File: src/dicct_defs.vh
// Purpose: constants for the instruction cycle timing block
// Assumes: one machine clock, counts in machine cycles
// Notes: class, space and code-location codes
`ifndef DICCT_DEFS_VH
`define DICCT_DEFS_VH
// ----------------------------------------
// instruction classes
// ----------------------------------------
`define DICCT_OP_MAC_MOVE 3'h0
`define DICCT_OP_LOAD_MAP 3'h1
`define DICCT_OP_STORE_MAP 3'h2
`define DICCT_OP_PORT_OUT 3'h3
`define DICCT_OP_PORT_IN 3'h4
`define DICCT_OP_LOAD_PROT 3'h5
`define DICCT_OP_LOAD_IMM 3'h6
// ----------------------------------------
// operand spaces
// ----------------------------------------
`define DICCT_SP_DUAL 2'h0
`define DICCT_SP_SINGLE 2'h1
`define DICCT_SP_EXT 2'h2
`define DICCT_SP_PERIPH 2'h3
// ----------------------------------------
// code location
// ----------------------------------------
`define DICCT_CODE_ROM 2'h0
`define DICCT_CODE_DUAL 2'h1
`define DICCT_CODE_SINGLE 2'h2
`define DICCT_CODE_EXT 2'h3
// ----------------------------------------
// base counts
// ----------------------------------------
`define DICCT_BASE_TWO 16'h0002
`define DICCT_BASE_THREE 16'h0003
`define DICCT_WORDS_ONE 2'h1
`define DICCT_WORDS_TWO 2'h2
`endif

File: src/dicct_count_reg.v
// Purpose: registered cycle budget store for the timing block
// Assumes: single clock, async active-low reset
// Notes: holds the computed budget and the countdown
`timescale 1ns/1ps
module dicct_count_reg #(
  parameter W = 16
) (
  input wire i_clk,
  input wire i_rst_n,
  input wire i_load,
  input wire [W-1:0] i_value,
  output reg [W-1:0] o_count,
  output wire o_zero
);
  // ----------------------------------------
  // countdown register
  // ----------------------------------------
  always @(posedge i_clk or negedge i_rst_n) begin
    if (!i_rst_n) begin
      o_count <= {W{1'b0}};
    end else if (i_load) begin
      o_count <= i_value;
    end else if (o_count != {W{1'b0}}) begin
      o_count <= o_count - {{(W-1){1'b0}}, 1'b1};
    end
  end
  assign o_zero = (o_count == {W{1'b0}});
endmodule // dicct_count_reg

File: src/dicct_timing.v
// Purpose: cycle-count sequencer for mac, mapped-register, port and load classes
// Assumes: issue inputs come from logic on I_CLK_SYS; wait states are per-space counts
// Notes: busy spans the whole computed count; one issue at a time
// What this block does
// - one-word direct mac-with-move takes two cycles
// - external operand2 skips the data move
// - both operands one single block: 3, 3n-1
// - operands and code one block: 4, 3n+1
// - operand2 with code repeated: 2n+1
// - load mapped two words, 2 or 2n
// - peripheral destination once adds one cycle
// - peripheral destination repeated adds n cycles
// - store mapped two words, 2 or 2n
// - peripheral source once adds one cycle
// - port out: 3+wait or 3n+n*wait
// - port in: 2+wait or 2n+n*wait
// - protected loads two cycles, 2n repeated
// - immediate loads two cycles, never repeated
// - source with code in block adds cycle
// - destination with code in block adds cycles
`timescale 1ns/1ps
`include "dicct_defs.vh"
module dicct_timing #(
  parameter CW = 16,
  parameter RW = 8,
  parameter WW = 4
) (
  input wire I_CLK_SYS,
  input wire I_RST_N,
  input wire I_ISSUE,
  input wire [2:0] I_OPCLASS,
  input wire [1:0] I_SPACE_A,
  input wire [1:0] I_SPACE_B,
  input wire I_SAME_BLOCK_AB,
  input wire I_SAME_BLOCK_A_CODE,
  input wire I_SAME_BLOCK_B_CODE,
  input wire [1:0] I_CODE_LOC,
  input wire I_REPEAT,
  input wire [RW-1:0] I_REPEAT_N,
  input wire [WW-1:0] I_WAIT_DATA,
  input wire [WW-1:0] I_WAIT_PROG,
  input wire [WW-1:0] I_WAIT_PORT,
  output wire O_READY,
  output reg O_BUSY,
  output reg O_DONE,
  output reg O_REJECT,
  output reg O_MOVE_EN,
  output reg [1:0] O_WORDS,
  output reg [CW-1:0] O_CYCLES
);
  // ----------------------------------------
  // states
  // ----------------------------------------
  localparam ST_IDLE = 2'b01;
  localparam ST_RUN = 2'b10;
  reg [1:0] state;
  reg [1:0] next_state;
  reg [CW-1:0] next_cycles;
  reg next_move;
  reg [1:0] next_words;
  reg next_bad;
  wire [CW-1:0] cnt;
  wire cnt_zero;
  wire load;
  wire [CW-1:0] nn;
  wire [CW-1:0] wd;
  wire [CW-1:0] wp;
  wire [CW-1:0] wio;
  wire single_a;
  wire single_b;
  wire ext_a;
  wire ext_b;
  wire per_a;
  wire per_b;
  wire code_ext;
  // ----------------------------------------
  // helpers
  // ----------------------------------------
  function [CW-1:0] mul_n;
    input [CW-1:0] a;
    input [CW-1:0] b;
    begin
      mul_n = a * b;
    end
  endfunction
  function [CW-1:0] pick;
    input rep;
    input [CW-1:0] once;
    input [CW-1:0] many;
    begin
      pick = rep ? many : once;
    end
  endfunction
  function [CW-1:0] per_access;
    input rep;
    input [CW-1:0] n;
    input [CW-1:0] w;
    begin
      per_access = rep ? n * w : w;
    end
  endfunction
  function [CW-1:0] rep_extra;
    input rep;
    input [CW-1:0] n;
    input [CW-1:0] k;
    begin
      rep_extra = rep ? k * (n - {{(CW-1){1'b0}}, 1'b1}) : {CW{1'b0}};
    end
  endfunction
  // ----------------------------------------
  // space decode
  // ----------------------------------------
  assign nn = {{(CW-RW){1'b0}}, I_REPEAT_N};
  assign wd = {{(CW-WW){1'b0}}, I_WAIT_DATA};
  assign wp = {{(CW-WW){1'b0}}, I_WAIT_PROG};
  assign wio = {{(CW-WW){1'b0}}, I_WAIT_PORT};
  assign single_a = (I_SPACE_A == `DICCT_SP_SINGLE);
  assign single_b = (I_SPACE_B == `DICCT_SP_SINGLE);
  assign ext_a = (I_SPACE_A == `DICCT_SP_EXT);
  assign ext_b = (I_SPACE_B == `DICCT_SP_EXT);
  assign per_a = (I_SPACE_A == `DICCT_SP_PERIPH);
  assign per_b = (I_SPACE_B == `DICCT_SP_PERIPH);
  assign code_ext = (I_CODE_LOC == `DICCT_CODE_EXT);
  // ----------------------------------------
  // cycle budget
  // ----------------------------------------
  always @* begin
    next_cycles = `DICCT_BASE_TWO;
    next_move = 1'b0;
    next_words = `DICCT_WORDS_ONE;
    next_bad = 1'b0;
    case (I_OPCLASS)
      `DICCT_OP_MAC_MOVE: begin
        next_words = `DICCT_WORDS_ONE;
        next_move = !ext_b;
        if (single_a && single_b && I_SAME_BLOCK_AB && I_SAME_BLOCK_B_CODE) begin
          next_cycles = pick(I_REPEAT, 16'h0004, mul_n(nn, 16'h0003) + 16'h0001);
        end else if (single_a && single_b && I_SAME_BLOCK_AB) begin
          next_cycles = pick(I_REPEAT, 16'h0003, mul_n(nn, 16'h0003) - 16'h0001);
        end else if (single_b) begin
          if (I_SAME_BLOCK_B_CODE) begin
            next_cycles = pick(I_REPEAT, `DICCT_BASE_TWO, mul_n(nn, 16'h0002) + 16'h0001);
          end else begin
            next_cycles = pick(I_REPEAT, `DICCT_BASE_TWO, mul_n(nn, 16'h0002) - 16'h0001);
          end
          if (ext_a) begin
            next_cycles = next_cycles + per_access(I_REPEAT, nn, wp);
          end
        end else if (ext_a && ext_b) begin
          next_cycles = pick(I_REPEAT, `DICCT_BASE_THREE + wp + wd,
            mul_n(nn, 16'h0002) + 16'h0001 + mul_n(nn, wp) + mul_n(nn, wd));
        end else begin
          next_cycles = pick(I_REPEAT, `DICCT_BASE_TWO, nn + 16'h0001);
          if (ext_a) begin
            next_cycles = next_cycles + per_access(I_REPEAT, nn, wp);
          end
          if (ext_b) begin
            next_cycles = next_cycles + per_access(I_REPEAT, nn, wd);
          end
        end
        if (code_ext) begin
          next_cycles = next_cycles + wp;
        end
      end
      `DICCT_OP_LOAD_MAP: begin
        next_words = `DICCT_WORDS_TWO;
        if (per_b) begin
          next_cycles = pick(I_REPEAT, `DICCT_BASE_THREE + wio,
            mul_n(nn, 16'h0003) + mul_n(nn, wio));
          if (ext_a) begin
            next_cycles = next_cycles + rep_extra(I_REPEAT, nn, 16'h0001);
          end
        end else begin
          next_cycles = pick(I_REPEAT, `DICCT_BASE_TWO, mul_n(nn, 16'h0002));
        end
        if (I_SPACE_B == `DICCT_SP_EXT) begin
          next_cycles = next_cycles + pick(I_REPEAT, 16'h0001, nn);
        end
        if (single_a && I_SAME_BLOCK_A_CODE) begin
          next_cycles = next_cycles + 16'h0001;
        end
        if (ext_a) begin
          next_cycles = next_cycles + pick(I_REPEAT, wd, mul_n(nn, wd));
        end
      end
      `DICCT_OP_STORE_MAP: begin
        next_words = `DICCT_WORDS_TWO;
        next_cycles = pick(I_REPEAT, `DICCT_BASE_TWO, mul_n(nn, 16'h0002));
        if (I_SPACE_A == `DICCT_SP_EXT) begin
          next_cycles = next_cycles + pick(I_REPEAT, 16'h0001, nn);
        end
        if (per_a) begin
          next_cycles = next_cycles + pick(I_REPEAT, 16'h0001, 16'h0000) +
            per_access(I_REPEAT, nn, wio);
        end
        if (single_b && I_SAME_BLOCK_B_CODE) begin
          next_cycles = next_cycles + pick(I_REPEAT, 16'h0001, 16'h0002);
        end
        if (ext_b) begin
          next_cycles = next_cycles + pick(I_REPEAT, 16'h0001 + wd, nn + mul_n(nn, wd));
          if (per_a) begin
            next_cycles = next_cycles + rep_extra(I_REPEAT, nn, 16'h0002);
          end
        end
      end
      `DICCT_OP_PORT_OUT: begin
        next_words = `DICCT_WORDS_TWO;
        next_cycles = pick(I_REPEAT, `DICCT_BASE_THREE + wio,
          mul_n(nn, 16'h0003) + mul_n(nn, wio));
        if (single_a && I_SAME_BLOCK_A_CODE) begin
          next_cycles = next_cycles + 16'h0001;
        end
        if (ext_a) begin
          next_cycles = next_cycles + pick(I_REPEAT, wd, mul_n(nn, wd));
          next_cycles = next_cycles + rep_extra(I_REPEAT, nn, 16'h0002);
        end
      end
      `DICCT_OP_PORT_IN: begin
        next_words = `DICCT_WORDS_TWO;
        next_cycles = pick(I_REPEAT, `DICCT_BASE_TWO + wio,
          mul_n(nn, 16'h0002) + mul_n(nn, wio));
        if (single_b && I_SAME_BLOCK_B_CODE) begin
          next_cycles = next_cycles + pick(I_REPEAT, 16'h0001, 16'h0002);
        end
        if (ext_b) begin
          next_cycles = next_cycles + pick(I_REPEAT, 16'h0001 + wd, nn + mul_n(nn, wd));
          next_cycles = next_cycles + rep_extra(I_REPEAT, nn, 16'h0001);
        end
      end
      `DICCT_OP_LOAD_PROT: begin
        next_cycles = pick(I_REPEAT, `DICCT_BASE_TWO, mul_n(nn, 16'h0002));
        if (single_a && I_SAME_BLOCK_A_CODE) begin
          next_cycles = next_cycles + 16'h0001;
        end
        if (ext_a) begin
          next_cycles = next_cycles + pick(I_REPEAT, wd, mul_n(nn, wd));
        end
      end
      `DICCT_OP_LOAD_IMM: begin
        next_cycles = `DICCT_BASE_TWO;
        next_bad = I_REPEAT;
      end
      default: begin
        next_bad = 1'b1;
      end
    endcase
    if (code_ext && I_OPCLASS != `DICCT_OP_MAC_MOVE) begin
      next_cycles = next_cycles + mul_n({{(CW-2){1'b0}}, next_words}, wp);
    end
    if (I_REPEAT && I_REPEAT_N == {RW{1'b0}}) begin
      next_bad = 1'b1;
    end
  end
  // ----------------------------------------
  // sequencer
  // ----------------------------------------
  assign O_READY = (state == ST_IDLE);
  assign load = O_READY && I_ISSUE && !next_bad;
  always @* begin
    next_state = state;
    case (state)
      ST_IDLE: begin
        if (load) begin
          next_state = ST_RUN;
        end
      end
      ST_RUN: begin
        if (cnt == {{(CW-1){1'b0}}, 1'b1} || cnt_zero) begin
          next_state = ST_IDLE;
        end
      end
      default: begin
        next_state = ST_IDLE;
      end
    endcase
  end
  always @(posedge I_CLK_SYS or negedge I_RST_N) begin
    if (!I_RST_N) begin
      state <= ST_IDLE;
      O_BUSY <= 1'b0;
      O_DONE <= 1'b0;
      O_REJECT <= 1'b0;
      O_MOVE_EN <= 1'b0;
      O_WORDS <= 2'h0;
      O_CYCLES <= {CW{1'b0}};
    end else begin
      state <= next_state;
      O_BUSY <= (next_state == ST_RUN);
      O_DONE <= (state == ST_RUN) && (next_state == ST_IDLE);
      O_REJECT <= O_READY && I_ISSUE && next_bad;
      if (load) begin
        O_MOVE_EN <= next_move;
        O_WORDS <= next_words;
        O_CYCLES <= next_cycles;
      end
    end
  end
  dicct_count_reg #(
    .W(CW)
  ) u_count (
    .i_clk(I_CLK_SYS),
    .i_rst_n(I_RST_N),
    .i_load(load),
    .i_value(next_cycles),
    .o_count(cnt),
    .o_zero(cnt_zero)
  );
endmodule // dicct_timing

File: config.mk
export PLATFORM = sky130hd
export DESIGN_NAME = dicct_timing
export DESIGN_NICKNAME = d
export VERILOG_FILES = /design/src/dicct_count_reg.v /design/src/dicct_timing.v
export VERILOG_INCLUDE_DIRS = /design/src
export SDC_FILE = /design/constraint.sdc
export NUM_CORES = 1
export LEC_CHECK = 0
export BUFFER_PORTS_ARGS = -buffer_cell sky130_fd_sc_hd__buf_2
export CORE_ASPECT_RATIO = 1.4
export CORE_MARGIN = 2
export CORE_UTILIZATION = 40
export CTS_CLUSTER_DIAMETER = 50
export DETAILED_ROUTE_END_ITERATION = 10
export GPL_ROUTABILITY_DRIVEN = 0
export PLACE_DENSITY = 0.56
export SYNTH_ARGS = -nofsm -noshare
export SYNTH_HDL_FRONTEND = slang
export SYNTH_SLANG_ARGS = --single-unit
File: constraint.sdc
create_clock -name I_CLK_SYS -period 2.25 [get_ports I_CLK_SYS]
set_input_delay 0.3375 -clock I_CLK_SYS [delete_from_list [all_inputs] [get_ports I_CLK_SYS]]
set_output_delay 0.3375 -clock I_CLK_SYS [all_outputs]
set_load 0.005 [all_outputs]
==> Word-level counts from Yosys, hierarchy flattened <==
Index checks and enable logic that the tools add are counted.
{ "word_totals": {"input_bits": 36, "wordCells": 167, "out_inout_bits": 23, "regBits": 40} }
{ "op_classes": {"multipliers": 5, "mux": 73, "eq_ne": 18, "n_reduce_logical": 23, "add_sub_neg": 40} }
{ "ops": {"columns": ["operator", "n"], "rows": [
  ["$mux 16", 54],
  ["$add 16x16->16", 14],
  ["$pmux 16 s6", 1],
  ["$add 16x1->16 const B", 3],
  ["$mul 8x4->12", 3],
  ["$add 10x16->16", 2],
  ["$sub 16x1->16 const B", 2],
  ["$add 9x12->13", 2],
  ["$mux 13", 2],
  ["$mux 12", 2],
  ["$add 9x1->10 const B", 2],
  ["$mux 9", 2],
  ["$add 16x1->16", 1],
  ["$add 16x12->16", 1],
  ["$add 16x4->16", 1],
  ["$add 16x6->16", 1],
  ["$add 16x8->16", 1],
  ["$add 8x16->16", 1],
  ["$eq 16x1->1 const B", 1],
  ["$logic_not 16->1", 1],
  ["$reduce_bool 16->1", 1],
  ["$add 2x4->5 const A", 3],
  ["$add 13x2->14", 1],
  ["$eq 2x2->1 const B", 7],
  ["other kinds (27)", 50]
]} }

==> Longest topological paths before layout <==
{ "depth": {"ltp_word": 22, "mapped_depth": 47, "mapped_depth_nobuf": 41} }

==> By module <==
Synthesis repeated with hierarchy kept, for this count alone.
{ "hier_totals": {"cells_unflattened": 3094, "hier_area_um2": 22296.4} }
{ "by_module_without_submodules": {"columns": ["mod", "area_per_inst_um2", "cells_per_inst", "n_inst"], "rows": [
  ["dicct_timing", 21290.4, 2990, 1],
  ["dicct_count_reg", 1006.0, 104, 1]
]} }

==> Worst setup path before layout <==
OpenSTA, ideal clock, no wires.
{ "synth_timing": {"path_type": "input-to-reg", "start": "input I_REPEAT_N[0]", "end": "register O_CYCLES[15]", "stages": 40, "path_buffers": 3, "t_required_ns": 2.155, "arrival_time_ns": 9.337, "setup_ns": 0.095, "slack_ns": -7.183, "cell_sequence": "buf_2 -> clkbuf_1 -> nand2_1 -> fa_1 -> inv_1 -> fa_1 -> inv_1 -> fa_1 -> nor2b_1 -> o21a_1 -> nor2_1 -> xnor2_1 -> ha_1 -> clkbuf_1 -> and4b_1 -> a311oi_1 -> nand3_1 -> ha_1 -> (+4 left out) -> nor2_1 -> o21a_1 -> a211oi_2 -> o31a_1 -> nor2_1 -> ha_1 -> or3_1 -> o2111ai_1 -> nand2_1 -> xnor2_1 -> o2bb2ai_1 -> or4_1 -> a211o_1 -> a221o_1 -> or2_1 -> nor4b_4 -> and4_1 -> o31ai_1"} }
{ "synth_via": {"elab_chain_cells": 21} }
{ "synth_lines": {"columns": ["element", "line", "rtl"], "rows": [
  ["start, declared", "dicct_timing.v:39", "input wire [RW-1:0] I_REPEAT_N,"],
  ["parallel branches: the longest is 21 deep, another holds $add 10x16->16", null, null],
  ["end signal, assigned", "dicct_timing.v:285", "O_CYCLES <= {CW{1'b0}};"],
  ["end signal, assigned", "dicct_timing.v:294", "O_CYCLES <= next_cycles;"],
  ["end, declared", "dicct_timing.v:49", "output reg [CW-1:0] O_CYCLES"]
]} }
Parallel ways; which one is timed is not known. The select of a mux whose other input is x is not followed.
A chain may end at the register's enable or synchronous reset.

==> Final worst setup path <==
{ "layout_timing": {"start": "input I_WAIT_PORT[3]", "end": "register u_count.o_count[15]"} }
{ "layout_via": {"elab_chain_cells": 19} }
{ "layout_lines": {"columns": ["element", "line", "rtl"], "rows": [
  ["start, declared", "dicct_timing.v:42", "input wire [WW-1:0] I_WAIT_PORT,"],
  ["$mul 8x4->12", "dicct_timing.v:83, dicct_timing.v:99", null],
  ["$add 10x16->16", "dicct_timing.v:169, dicct_timing.v:209", null],
  ["$mux 16", "dicct_timing.v:91", "pick = rep ? many : once;"],
  ["$add 16x16->16", "dicct_timing.v:171", "next_cycles = next_cycles + rep_extra(I_REPEAT, nn, 16'h0001);"],
  ["$mux 16", "dicct_timing.v:170", "if (ext_a) begin"],
  ["$mux 16", "dicct_timing.v:167", "if (per_b) begin"],
  ["$mux 16", "dicct_timing.v:132", "case (I_OPCLASS)"],
  ["$add 16x16->16", "dicct_timing.v:177", "next_cycles = next_cycles + pick(I_REPEAT, 16'h0001, nn);"],
  ["(+3 left out)", null, null],
  ["$mux 16", "dicct_timing.v:179", "if (single_a && I_SAME_BLOCK_A_CODE) begin"],
  ["$mux 16", "dicct_timing.v:132", null],
  ["$add 16x16->16", "dicct_timing.v:183", "next_cycles = next_cycles + pick(I_REPEAT, wd, mul_n(nn, wd));"],
  ["$mux 16", "dicct_timing.v:182", "if (ext_a) begin"],
  ["$pmux 16 s6 *", "dicct_timing.v:132", null],
  ["$add 16x6->16", "dicct_timing.v:248", "next_cycles = next_cycles + mul_n({{(CW-2){1'b0}}, next_words}, wp);"],
  ["$mux 16 *", "dicct_timing.v:247", "if (code_ext && I_OPCLASS != `DICCT_OP_MAC_MOVE) begin"],
  ["$mux 16 *", "dicct_count_reg.v:21", "end else if (i_load) begin"],
  ["end signal, assigned", "dicct_count_reg.v:20", "o_count <= {W{1'b0}};"],
  ["end signal, assigned", "dicct_count_reg.v:22", "o_count <= i_value;"],
  ["end signal, assigned", "dicct_count_reg.v:24", "o_count <= o_count - {{(W-1){1'b0}}, 1'b1};"],
  ["end, declared", "dicct_count_reg.v:12", "output reg [W-1:0] o_count,"]
]} }
Every way passes the cells marked *; elsewhere a longest branch is shown, timed or not. The select of a mux whose other input is x is not followed.

==> impl_metrics.yaml <==
floorplan:
  placementRows: 102
  dieArea_mm2: 0.0572
  core_area_mm2: 0.0550
  die_h_um: 282
  start_util_pct: 40.2
  io_pins: 59
  fp.dieW_um: 203
status:
  outcome: "finished with violations"
  violations: "negative setup slack"
yosys:
  synth-seq-area-share_pct: 4.53
  async_flop_share_pct: 100
  ys_ff_latch: 40
  synth_cells: 3006
  synth_area_mm2: 0.0221
  synthFlopType: "dfrtp_1"
  synth.avg_cell_area_um2: 7.36
  synth_top_area_share_pct: 16.6
  yosys.area.top_type: "ha_1"
  synth_cell_types: 124
  ys.warnings.count: 0
  synth.area.top_cells: "ha_1, fa_1, xnor2_1, nor2_1, dfrtp_1"
  synth_edf_count: 0
power:
  ir_worst_vdd_mv: 0.480
  total_power_mw: 30.5
  power.leakage_nw: 17.0
  power_density_mw_per_mm2: 892
global_routing:
  grt_max_degree: 70
  grt_pass1_wl_um: 162000
  antenna_found_initial: 4
  grtUsageTotal_pct: 36.7
  first_global_vias: 28717
  grt_overflow_total: 0
drt:
  first_pass_iters: 6
  wl_per_cell_um: 22.3
  vias_per_cell: 5.86
  ant_nets: 0
  routed_wl_um: 109000
  vias: 28740
  first_iter_violations: 2369
  drc_errors: 0
worst_setup_path:
  criticalPathCategory: "primary input to flop"
  cpMostUsedCell: "a21oi_2"
  cp-startpoint: "I_WAIT_PORT[3]"
  crit_fanout: 6
  end_kind: "flop"
  critPathMaxStageDelay_ps: 550
  arrival_ps: 8800
  crit_end: "u_count.o_count[15]$_DFFE_PN0P_"
  regToRegSetupSlack_ps: -10
  required_ps: 2430
  r2r_cells: 7
  cp-start-kind: "primary input"
  crit_path_top_delay_cell: "fa_1"
  reg2reg_from: "u_count.o_count[4]$_DFFE_PN0P_"
  timing.rr.end: "u_count.o_count[13]$_DFFE_PN0P_"
place:
  dp_hpwl_um: 88700
  pre_cts_ws_ps: -6940
  portBuffers: 58
job:
  cap_violations: 0
sta:
  hold_violations: 0
  fmax_ghz: 0.116
  fin_crit_ps: 8610
  finalCritPeriodShare_pct: 383
  setup_viol: 34
  skew_ps: 4.92
  rsz0062_at_grt: "true"
  fin_ws_ps: -6360
  slew_violations: 0
  worstMarginPinSlew_ps: 1140
  slew_headroom_pct: 23.3
final_layout:
  final_common_cell: "buf_4"
  finalNetCount: 4593
  nFillCells: 4816
  final_cell_mix: "buf_4, ha_1, nand2_1"
  areaGrowthSynthToFinish_pct: 54.4
  drive_gt1_share_pct: 39.7
clock_network:
  hold_buffers: 0
  cts_tree: "done"
  htree_num_levels: 2
  clock_latency_ps: 290
  clock_sinks: 40
  path_clk_slew_ps: 60
  cts_root_buffer: "clkbuf_16"
  clockBufferDepth: 2
  numCtsBuffers: 5
worst_hold_path:
  min_path_type: "primary input to async pin"
worst min-delay path by stage:
stage	end
CTS	u_count.o_count[1]$_DFFE_PN0P_
global placement	O_WORDS[1]$_DFFE_PN0P_
global route	u_count.o_count[1]$_DFFE_PN0P_
floorplan	O_BUSY$_DFF_PN0_
finish	u_count.o_count[0]$_DFFE_PN0P_
detailed placement	O_CYCLES[6]$_DFFE_PN0P_
synthesized netlist by cell type (13+ instances only):
master,count
nand4_1,26
or4_1,13
nor3_1,92
nor2_1,261
nand2_1,260
and2_1,55
xor2_1,82
inv_1,254
o21ai_0,141
nand2b_1,45
nand3_1,60
o31a_1,15
buf_1,14
o21a_1,48
dfrtp_1,39
o22ai_1,18
xnor2_1,142
o2111ai_1,14
clkbuf_1,68
a221oi_1,13
or3_1,34
o221ai_1,15
fa_1,92
o21bai_1,16
a21oi_1,191
buf_2,17
ha_1,294
o31ai_1,20
a211oi_1,66
nor4_1,19
o211ai_1,56
mux2i_1,27
a31oi_1,20
and3_1,23
nor2b_1,44
o21ai_1,15
a21o_1,80
a211o_1,21
layout make-up:
type | instances | area [µm²] | area share, %
sequential | 40 | 1000 | 2.93
tap | 728 | 911 | 2.67
timing repair buffer | 1271 | 9640 | 28.2
multi-input combinational | 2587 | 21400 | 62.7
clock buffer | 6 | 129 | 0.377
inverter | 266 | 1020 | 2.99
antenna | 2 | 5.00 | 0.0147
clock inverter | 2 | 35.0 | 0.103
through the flow:
step | cell area (µm²) | instances | util, % | hold slack (ps) | setup TNS (ps)
floorplan | 22600 | 3009 | - | 41.9 | -170190
finish | 34200 | 4902 | 62.1 | 182 | -170540
detailed placement | 31600 | 4802 | 57.5 | 462 | -195030
global route | 34100 | 4900 | 62.1 | 250 | -179070
CTS | 33000 | 4867 | 60.0 | 202 | -168910
global placement | 31600 | 4802 | 57.5 | 451 | -188850
layer usage:
layer	track usage [%]	wire (µm)
met1	41.0	39500
met2	62.4	49800
met3	5.51	8440
met4	29.2	11300
met5	0	15
worst max-delay path: cells and delay by family:
family | cells | cell delay (ps)
compound gates | 15 | 2930
fa+ha+maj | 7 | 2660
simple gates | 10 | 1590
buf+inv | 7 | 730
xor+xnor | 3 | 480
mux | 1 | 70
where the power goes:
part           leakage, nW  total (mW)  switching (mW)  internal (mW)
clock network       0.0809       0.801           0.279          0.521
registers            0.519        1.23           0.221           1.01
logic                 16.4        28.4            14.4           14.0
cell families after synthesis:
logic type,share of synthesized area [%]
simple gates,23.4
compound gates,29.1
fa+ha+maj,25.0
buf+inv,6.97
xor+xnor,9.02
mux,1.96
flops,4.53
other cells,0.0340
registers in the layout (all words and copies together), names as in the netlist:
register         flops
O_BUSY               1
O_CYCLES            16
O_DONE               1
O_MOVE_EN            1
O_REJECT             1
O_WORDS              2
state                2
u_count.o_count     16
repair_timing:
| item | 4_1_cts | 5_1_grt |
|---|---|---|
| setup endpoints to repair | 39 | 39 |
| pin swaps | 81 | 95 |
| setup buffers | 57 | 36 |
| cloned | 1 | 0 |
| endpoints found under the hold margin | 0 | 0 |
| resized for setup | 170 | 166 |
(Power assumes the default switching activity.)
